`config.mk`:
```
export PLATFORM = sky130hd
export DESIGN_NAME = wit_top
export DESIGN_NICKNAME = d
export VERILOG_FILES = /design/src/rtl/wit_pkg.sv /design/src/rtl/wit_baud_gen.sv /design/src/rtl/wit_top.sv
export SDC_FILE = /design/constraint.sdc
export NUM_CORES = 1
export LEC_CHECK = 0
export ABC_CLOCK_PERIOD_IN_PS = 2620
export BUFFER_PORTS_ARGS = -buffer_cell sky130_fd_sc_hd__buf_2
export CORE_MARGIN = 1.5
export CORE_UTILIZATION = 43
export CTS_BUF_LIST = sky130_fd_sc_hd__clkbuf_4 sky130_fd_sc_hd__clkbuf_8 sky130_fd_sc_hd__clkbuf_16
export DETAILED_ROUTE_END_ITERATION = 8
export MAX_ROUTING_LAYER = met4
export PLACE_DENSITY = 0.7
export SYNTH_ARGS = -nofsm -noshare
export SYNTH_HDL_FRONTEND = slang
export SYNTH_SLANG_ARGS = --single-unit
```
`constraint.sdc`:
```
create_clock -name clock -period 2.62 [get_ports clock]
set_input_delay 0.524 -clock clock [delete_from_list [all_inputs] [get_ports clock]]
set_output_delay 0.524 -clock clock [all_outputs]
set_load 0.02 [all_outputs]
```
`src/rtl/wit_pkg.sv`:
```
// package for the watch/interval timer: register map, field layout, timing
// assumes a single 40 MHz clock domain and the plain register port
package wit_pkg;
    // register addresses (byte addresses on the register port)
    localparam logic [31:0] baud_compare_value_addr    = 32'hfffff8b1;
    localparam logic [31:0] clock_supply_ctrl_addr     = 32'hfffff8b0;
    localparam logic [31:0] watch_operation_ctrl_addr  = 32'hfffff8b2;
    localparam logic [31:0] irq_status_addr            = 32'hfffff8b3;
    localparam logic [31:0] irq_enable_addr            = 32'hfffff8b4;
    localparam logic [31:0] irq_clear_addr             = 32'hfffff8b5;

    // reset values
    localparam logic [7:0] compare_reset  = 8'h00;
    localparam logic [7:0] ctrl_reset     = 8'h00;

    // clock_supply_ctrl_unit0 fields
    localparam int supply_src_lsb   = 0;   // [1:0] source: main clock, /2, /4, /8
    localparam int supply_bgce_bit  = 4;   // baud_counter_clock_enable
    // watch_operation_ctrl fields
    localparam int wt_run_bit       = 0;   // watch counter run
    localparam int wt_pre_run_bit   = 1;   // prescaler / interval run
    localparam int wt_cnt_sel_bit   = 2;   // 5-bit counter clock: wclk or wclk/2^9
    localparam int wt_clk_sel_bit   = 3;   // watch clock: main path or subclock
    localparam int wt_int_lsb       = 4;   // [5:4] watch interval select
    localparam int wt_ivl_lsb       = 6;   // [7:6] interval tap select
    localparam int ivl_sel_width    = 3;   // interval tap select width

    // prescaler tap positions (bit k toggles at wclk/2^(k+1))
    localparam int tap_first        = 3;   // wclk/2^4
    localparam int tap_div9         = 8;   // wclk/2^9
    localparam int presc_width      = 11;

    // status bits
    localparam int irq_watch_bit    = 0;
    localparam int irq_interval_bit = 1;
    localparam int irq_baud_bit     = 2;
    localparam int irq_width        = 3;

    typedef struct packed {
        logic [31:0] addr;
        logic [7:0]  wdata;
        logic        wr;
        logic        rd;
    } wit_bus_req_type;

    typedef enum logic [1:0] {
        wit_int_2e4,
        wit_int_2e13,
        wit_int_2e5,
        wit_int_2e14
    } wit_int_sel_type;
endpackage

```
`src/rtl/wit_baud_gen.sv`:
```
// baud-rate generator: 8-bit compare counter, toggled output
// assumes a one-cycle count enable at the selected source rate
`timescale 1ns/1ps
module wit_baud_gen #(
    parameter int width = 8
) (
    input  wire logic             clock,
    input  wire logic             rst,
    input  wire logic             ce,
    input  wire logic             run,
    input  wire logic             tick,
    input  wire logic [width-1:0] compare,
    output logic                  baud_clk_q,
    output logic                  match
);
    logic [width-1:0] cnt_q;

    // stored zero means N = full range, matched at all-ones
    assign match = run && tick && (cnt_q == (compare - width'(1)));

    // count source ticks, clear and toggle on match
    always_ff @(posedge clock or posedge rst)
    begin
        if (rst)
        begin
            cnt_q      <= '0;
            baud_clk_q <= 1'b0;
        end
        else if (ce)
        begin
            if (!run)
            begin
                cnt_q      <= '0;
                baud_clk_q <= 1'b0;
            end
            else if (match)
            begin
                cnt_q      <= '0;
                baud_clk_q <= ~baud_clk_q;
            end
            else if (tick)
                cnt_q <= cnt_q + width'(1);
        end
    end
endmodule

```
`src/rtl/wit_top.sv`:
```
// watch timer / interval timer with front-end prescaler and baud generator
// assumes subclock pin asynchronous to clock, registers on the plain port
// Function
// - gate main clock supply to watch timer
// - 3-bit prescaler picks main clock, /2, /4, /8
// - 8-bit counter counts the source clock
// - baud rate is source over 2N, 0 means 256
// - select main path or subclock as watch clock
// - 11-bit prescaler gives wclk/2^4 to /2^11
// - 5-bit counter counts wclk or wclk/2^9
// - watch interrupt at 2^4, 2^5, 2^13, 2^14
// - interval interrupt from prescaler taps 2^4..2^7
// - compare register 8 bits, RW, resets zero
// - clock supply register governs watch clock feed
// - operation register starts timers, picks interval
//
// The implementer's own choice: the plain strobed port.
`timescale 1ns/1ps
module wit_top #(
    parameter int cnt_width = 5
) (
    input  wire logic        clock,
    input  wire logic        rst,
    input  wire logic        ce,
    input  wire logic [31:0] addr,
    input  wire logic [7:0]  wdata,
    input  wire logic        wr,
    input  wire logic        rd,
    output logic      [7:0]  rdata,
    input  wire logic        subclock,
    output logic             baud_rate_clock,
    output logic             watch_irq,
    output logic             interval_irq,
    output logic             irq
);
    wit_pkg::wit_bus_req_type req;
    logic [7:0]  compare_q;
    logic [7:0]  supply_q;
    logic [7:0]  op_ctrl_q;
    logic [wit_pkg::irq_width-1:0] status_q;
    logic [wit_pkg::irq_width-1:0] enable_q;
    logic [2:0]  pre3_q;
    logic        src_tick;
    logic        baud_match;
    logic        baud_clk;
    logic [2:0]  sub_sync_q;
    logic        sub_rise;
    logic        main_tick;
    logic        wclk_tick;
    logic [wit_pkg::presc_width-1:0] presc_q;
    logic [wit_pkg::presc_width-1:0] presc_d;
    logic [wit_pkg::presc_width-1:0] presc_rise;
    logic [cnt_width-1:0] cnt5_q;
    logic        cnt_tick;
    logic        watch_ev;
    logic        interval_ev;
    logic [2:0]  ivl_sel;
    logic [wit_pkg::irq_width-1:0] events;

    assign req = '{addr: addr, wdata: wdata, wr: wr, rd: rd};

    // software registers; compare clears at reset
    always_ff @(posedge clock or posedge rst)
    begin
        if (rst)
        begin
            compare_q <= wit_pkg::compare_reset;
            supply_q  <= wit_pkg::ctrl_reset;
            op_ctrl_q <= wit_pkg::ctrl_reset;
            enable_q  <= '0;
        end
        else if (ce && req.wr)
        begin
            case (req.addr)
                wit_pkg::baud_compare_value_addr:   compare_q <= req.wdata;
                wit_pkg::clock_supply_ctrl_addr:    supply_q  <= req.wdata;
                wit_pkg::watch_operation_ctrl_addr: op_ctrl_q <= req.wdata;
                wit_pkg::irq_enable_addr:
                    enable_q <= req.wdata[wit_pkg::irq_width-1:0];
                default: ;
            endcase
        end
    end

    // read data one cycle after the strobe, zero otherwise
    always_ff @(posedge clock or posedge rst)
    begin
        if (rst)
            rdata <= 8'h00;
        else if (ce)
        begin
            rdata <= 8'h00;
            if (req.rd)
            begin
                case (req.addr)
                    wit_pkg::baud_compare_value_addr:   rdata <= compare_q;
                    wit_pkg::clock_supply_ctrl_addr:    rdata <= supply_q;
                    wit_pkg::watch_operation_ctrl_addr: rdata <= op_ctrl_q;
                    wit_pkg::irq_status_addr:   rdata <= {5'h00, status_q};
                    wit_pkg::irq_enable_addr:   rdata <= {5'h00, enable_q};
                    default:                    rdata <= 8'h00;
                endcase
            end
        end
    end

    // 3-bit prescaler runs only while the baud counter clock is supplied
    always_ff @(posedge clock or posedge rst)
    begin
        if (rst)
            pre3_q <= 3'h0;
        else if (ce)
        begin
            if (supply_q[wit_pkg::supply_bgce_bit])
                pre3_q <= pre3_q + 3'h1;
            else
                pre3_q <= 3'h0;
        end
    end

    // source tick: every cycle, or wrap of the low 1, 2, 3 prescaler bits
    always_comb
    begin
        case (supply_q[wit_pkg::supply_src_lsb +: 2])
            2'h0:    src_tick = 1'b1;
            2'h1:    src_tick = pre3_q[0];
            2'h2:    src_tick = &pre3_q[1:0];
            2'h3:    src_tick = &pre3_q;
            default: src_tick = 1'b0;
        endcase
    end

    wit_baud_gen #(
        .width (8)
    ) u_baud (
        .clock      (clock),
        .rst        (rst),
        .ce         (ce),
        .run        (supply_q[wit_pkg::supply_bgce_bit]),
        .tick       (src_tick),
        .compare    (compare_q),
        .baud_clk_q (baud_clk),
        .match      (baud_match)
    );

    // output reflects the toggled register directly
    assign baud_rate_clock = baud_clk;

    // subclock synchroniser; edge taken only from the second stage on
    always_ff @(posedge clock or posedge rst)
    begin
        if (rst)
            sub_sync_q <= 3'h0;
        else if (ce)
            sub_sync_q <= {sub_sync_q[1:0], subclock};
    end
    assign sub_rise = sub_sync_q[1] & ~sub_sync_q[2];

    // main path: each half-period of the baud clock is one watch clock edge
    assign main_tick = baud_match;
    assign wclk_tick = op_ctrl_q[wit_pkg::wt_clk_sel_bit] ? sub_rise : main_tick;

    // 11-bit prescaler, held clear while stopped
    assign presc_d = presc_q + wit_pkg::presc_width'(1);
    always_ff @(posedge clock or posedge rst)
    begin
        if (rst)
            presc_q <= '0;
        else if (ce)
        begin
            if (!op_ctrl_q[wit_pkg::wt_pre_run_bit])
                presc_q <= '0;
            else if (wclk_tick)
                presc_q <= presc_d;
        end
    end

    // a tap fires when its bit falls, i.e. every 2^(k+1) watch clock edges
    genvar k;
    generate
        for (k = 0; k < wit_pkg::presc_width; k++)
        begin : g_tap
            assign presc_rise[k] = wclk_tick && (&presc_q[k:0]);
        end
    endgenerate

    // interval select: tap wclk/2^(4+sel); field is only two bits wide
    assign ivl_sel = {1'b0, op_ctrl_q[wit_pkg::wt_ivl_lsb +: 2]};
    assign interval_ev = op_ctrl_q[wit_pkg::wt_pre_run_bit]
                       && presc_rise[wit_pkg::tap_first + int'(ivl_sel)];

    // 5-bit counter clock: wclk or wclk/2^9 (the latter needs the prescaler running)
    assign cnt_tick = op_ctrl_q[wit_pkg::wt_cnt_sel_bit]
                    ? presc_rise[wit_pkg::tap_div9] : wclk_tick;

    always_ff @(posedge clock or posedge rst)
    begin
        if (rst)
            cnt5_q <= '0;
        else if (ce)
        begin
            if (!op_ctrl_q[wit_pkg::wt_run_bit])
                cnt5_q <= '0;
            else if (cnt_tick)
                cnt5_q <= cnt5_q + cnt_width'(1);
        end
    end

    // watch interval: 2^4 or 2^5 counts of wclk; 2^13 or 2^14 with wclk/2^9
    always_comb
    begin
        case (wit_pkg::wit_int_sel_type'(op_ctrl_q[wit_pkg::wt_int_lsb +: 2]))
            wit_pkg::wit_int_2e4:  watch_ev = cnt_tick && (&cnt5_q[3:0]);
            wit_pkg::wit_int_2e5:  watch_ev = cnt_tick && (&cnt5_q[4:0]);
            wit_pkg::wit_int_2e13: watch_ev = cnt_tick && (&cnt5_q[3:0]);
            wit_pkg::wit_int_2e14: watch_ev = cnt_tick && (&cnt5_q[4:0]);
            default:               watch_ev = 1'b0;
        endcase
    end

    // one-cycle interrupt request pulses
    assign watch_irq    = ce && op_ctrl_q[wit_pkg::wt_run_bit] && watch_ev;
    assign interval_irq = ce && interval_ev;

    assign events[wit_pkg::irq_watch_bit]    = watch_irq;
    assign events[wit_pkg::irq_interval_bit] = interval_irq;
    assign events[wit_pkg::irq_baud_bit]     = ce && baud_match;

    // sticky status; a new event beats a simultaneous clear
    always_ff @(posedge clock or posedge rst)
    begin
        if (rst)
            status_q <= '0;
        else if (ce)
        begin
            if (req.wr && req.addr == wit_pkg::irq_clear_addr)
                status_q <= (status_q & ~req.wdata[wit_pkg::irq_width-1:0]) | events;
            else
                status_q <= status_q | events;
        end
    end

    // level interrupt while any enabled bit stands
    assign irq = |(status_q & enable_q);
endmodule

```
==> impl_metrics.ini <==
[yosys]
ys_seq_elements = 67
synth.distinct_cells = 61
synth_cells = 372
synth-edff-count = 0
synth_fp_nets = 429
synth.top_cell.area_share_pct = 44.3
yosysSeqAreaShare_pct = 44.3
async_flop_share_pct = 100
yosys.area.top_type = dfrtp_1
syn_area_per_cell_um2 = 10.2
synthTopCellsByArea = dfrtp_1 (44%), mux2_2 (8.3%), nand2_1 (3.8%)
synth_warnings = 0
netlist_area_um2 = 3790
synth_ff_type = dfrtp_1

[cells_and_area]
fin_cells = 576
diodes = 0
regArea_um2 = 1680
fin_nets = 520
multi_input_area_um2 = 1990
utilization_pct = 54.2
areaGrowthSynthToFinish_pct = 23.6
drive_gt1_share_pct = 33.3
fillCellCount = 809

[timing]
finalClockSkew_ns = 0.00945
layout_setup_ws_ns = -0.249
tightestPinTransition_ns = 0.545
slew_headroom_pct = 63.7
fmax_ghz = 0.349
setup_viol = 2
finalHoldViolCount = 0
drv_slew = 0
period_minus_slack_ns = 2.87
post-route-period-util_pct = 110
rsz0062_at_grt = yes

[floorplanning]
core_um2 = 8640
start_util_pct = 43.8
die_y_um = 96.8
die_w_um = 96.8
row_count = 34
ioPinCount = 58
dieArea_um2 = 9380

[clocking]
insertion_delay_ns = 0.35
htreeDepth = 3
cts_sinks = 67
clockBufferDepth = 2
clock-root-buffer = clkbuf_8
cts_tree = built
numCtsBuffers = 9
clk_pin_slew_worst_paths_ns = 0.08

[place]
io_buffers = 57
routabilityCongestion = 0.837
dp.cells = 556
dpl.hpwl_um = 6850

[grt]
grt_pass1_vias = 3189
antenna_found_initial = 0
grtUsageTotal_pct = 20.9
grt_first_pass_wirelength_um = 15500
grt_max_degree = 68
grt-ovfl-total = 0

[worst_setup_path]
worst_path_largest_cell_delay_ns = 0.36
cp-end-kind = output pin
criticalPathCategory = register to output pin
worst_path_dominant_cell_family = simple AND/OR/NAND/NOR gates
r2r_setup_slack_ns = 0.18
required_ns = 2.10
critPathSlowestCell = dfrtp_1
path_max_fanout = 4
path_cells = ha_2 -> ha_1 -> mux2i_1 -> a22o_1 -> nor3_2 -> nand3_2 -> o31ai_4 -> nand2_1 -> nor2_1 -> buf_4
critPathLaunchType = register
worstPathBufferInverterCount = 1
arrival_ns = 2.35

[worst_hold_path]
min_path_type = input port to async pin

[pwr]
ir_worst_vdd_v = 0.000286
power.total_w = 0.00205
combPwrFrac_pct = 5.9
switchingPower_w = 0.000495
power.density_nw_per_um2 = 438
seqPwrFrac_pct = 51.2
swShare_pct = 24.1
clkPwrFrac_pct = 43.0
power_leakage_nw = 2.27
power.internal_w = 0.00155

[route]
drc = 0
firstDrtPassIters = 5
detail_route.vias_per_cell = 5.60
drtIter0Drc = 126
ant_nets = 0
vias = 3226
routed_wl_um = 9220
wl_per_cell_um = 16.0

[run]
maxCapViolCount = 0

[status]
violations = negative setup slack
status = complete, but fails checks
==> worst paths after layout <==
path | startpoint | to | cells past startpoint
max | pre3_q[1] | interval_irq | 10
min | rst | rdata[2] | 3
max reg2reg | pre3_q[1] | u_baud.cnt_q[7] | 10
min reg2reg | rdata[4] | rdata[4] | 1
max in group asynchronous | rst | u_baud.cnt_q[7] | 3
min in group clock | subclock | sub_sync_q[0] | 2
==> cell families after synthesis <==
family	Yosys count	share of synthesized area, %
compound gates	77	15.7
xor+xnor	10	2.31
fa+ha+maj	11	3.64
buf+inv	39	4.03
flops	67	44.3
mux	38	11.0
simple gates	130	19.0
==> layout make-up <==
class	count	area share [%]
Clock buffer	10	2.94
Sequential cell	67	35.8
Clock inverter	6	1.39
Multi-Input combinational cell	266	42.6
Tap cell	108	2.89
Inverter	27	2.17
Timing Repair Buffer	92	12.2
==> what timing repair did <==
item                       CTS  global route
setup buffers                2             2
hold buffers                 0             0
pin swaps                    5             1
setup endpoints to repair    2             2
gates resized for setup      7             1
==> layout by cell type, fill, tap and decap left out, types with 5 or more instances in the layout <==
master and instances:
a21o_1 5, a21oi_1 5, and3_1 5, buf_2 55
buf_4 35, clkbuf_8 10, dfrtp_1 67, ha_1 10
inv_1 26, mux2_2 28, mux2i_1 10, nand2_1 38
nand2b_1 9, nand3_1 10, nand4_1 10, nor2_1 16
nor3_1 10, o21ai_0 17, o2bb2ai_1 10, xor2_1 6
==> registers in the layout, summed over array words and instances (netlist names) <==
name / count
u_baud.cnt_q: 8
pre3_q: 3
sub_sync_q: 3
presc_q: 9
enable_q: 3
op_ctrl_q: 8
compare_q: 8
cnt5_q: 5
rdata: 8
supply_q: 8
status_q: 3
u_baud.baud_clk_q: 1
==> cells in the mapped netlist, types with 5 or more instances <==
library cell	count
mux2i_1	10
a21o_1	5
nand2_1	38
xor2_1	6
inv_1	27
nand3_1	11
clkbuf_1	9
nand2b_1	10
dfrtp_1	67
and3_1	5
nor3_1	10
mux2_2	28
o21ai_0	17
ha_1	11
nand4_1	10
o2bb2ai_1	10
a21oi_1	5
nor2_1	17
==> metrics by stage <==
step           instance area (um2)  setup TNS, ns  worst slack (ns)  hold slack, ns
6_report                      4680         -0.482            -0.249           0.222
5_1_grt                       4680         -0.763            -0.390           0.257
4_1_cts                       4660         -0.532            -0.268           0.253
3_5_place_dp                  4410              0           0.00924           0.468
3_3_place_gp                  4410              0            0.0734           0.464
2_1_floorplan                 3790              0            0.0182           0.462
==> power by group through the flow <==
stage          Clock (W)  Combinational, W  Sequential [W]
3_3_place_gp           0          0.000118         0.00107
3_5_place_dp           0          0.000121         0.00107
4_1_cts         0.000898          0.000121         0.00105
6_report        0.000881          0.000120         0.00105
2_1_floorplan          0         0.0000564         0.00107
5_1_grt         0.000958          0.000134         0.00105
==> worst reg2reg max path: stages, from the launching register on <==
cell      delay [ns]
dfrtp_1         0.36
ha_2            0.18
ha_1            0.14
mux2i_1         0.07
a22o_1          0.24
nor3_2          0.19
nand3_2         0.20
buf_4           0.21
o211ai_2        0.36
nor3_1          0.10
a211o_1         0.27
==> routing by layer <==
metal	GRT usage (%)	part of all wire, %	wire length [um]
met4	5.69	1.2	111
met1	26.5	46	4210
met3	4.77	3.4	316
met2	33.9	50	4580
met5	-	0	0
Note: power is estimated with default switching activity, not from simulation.
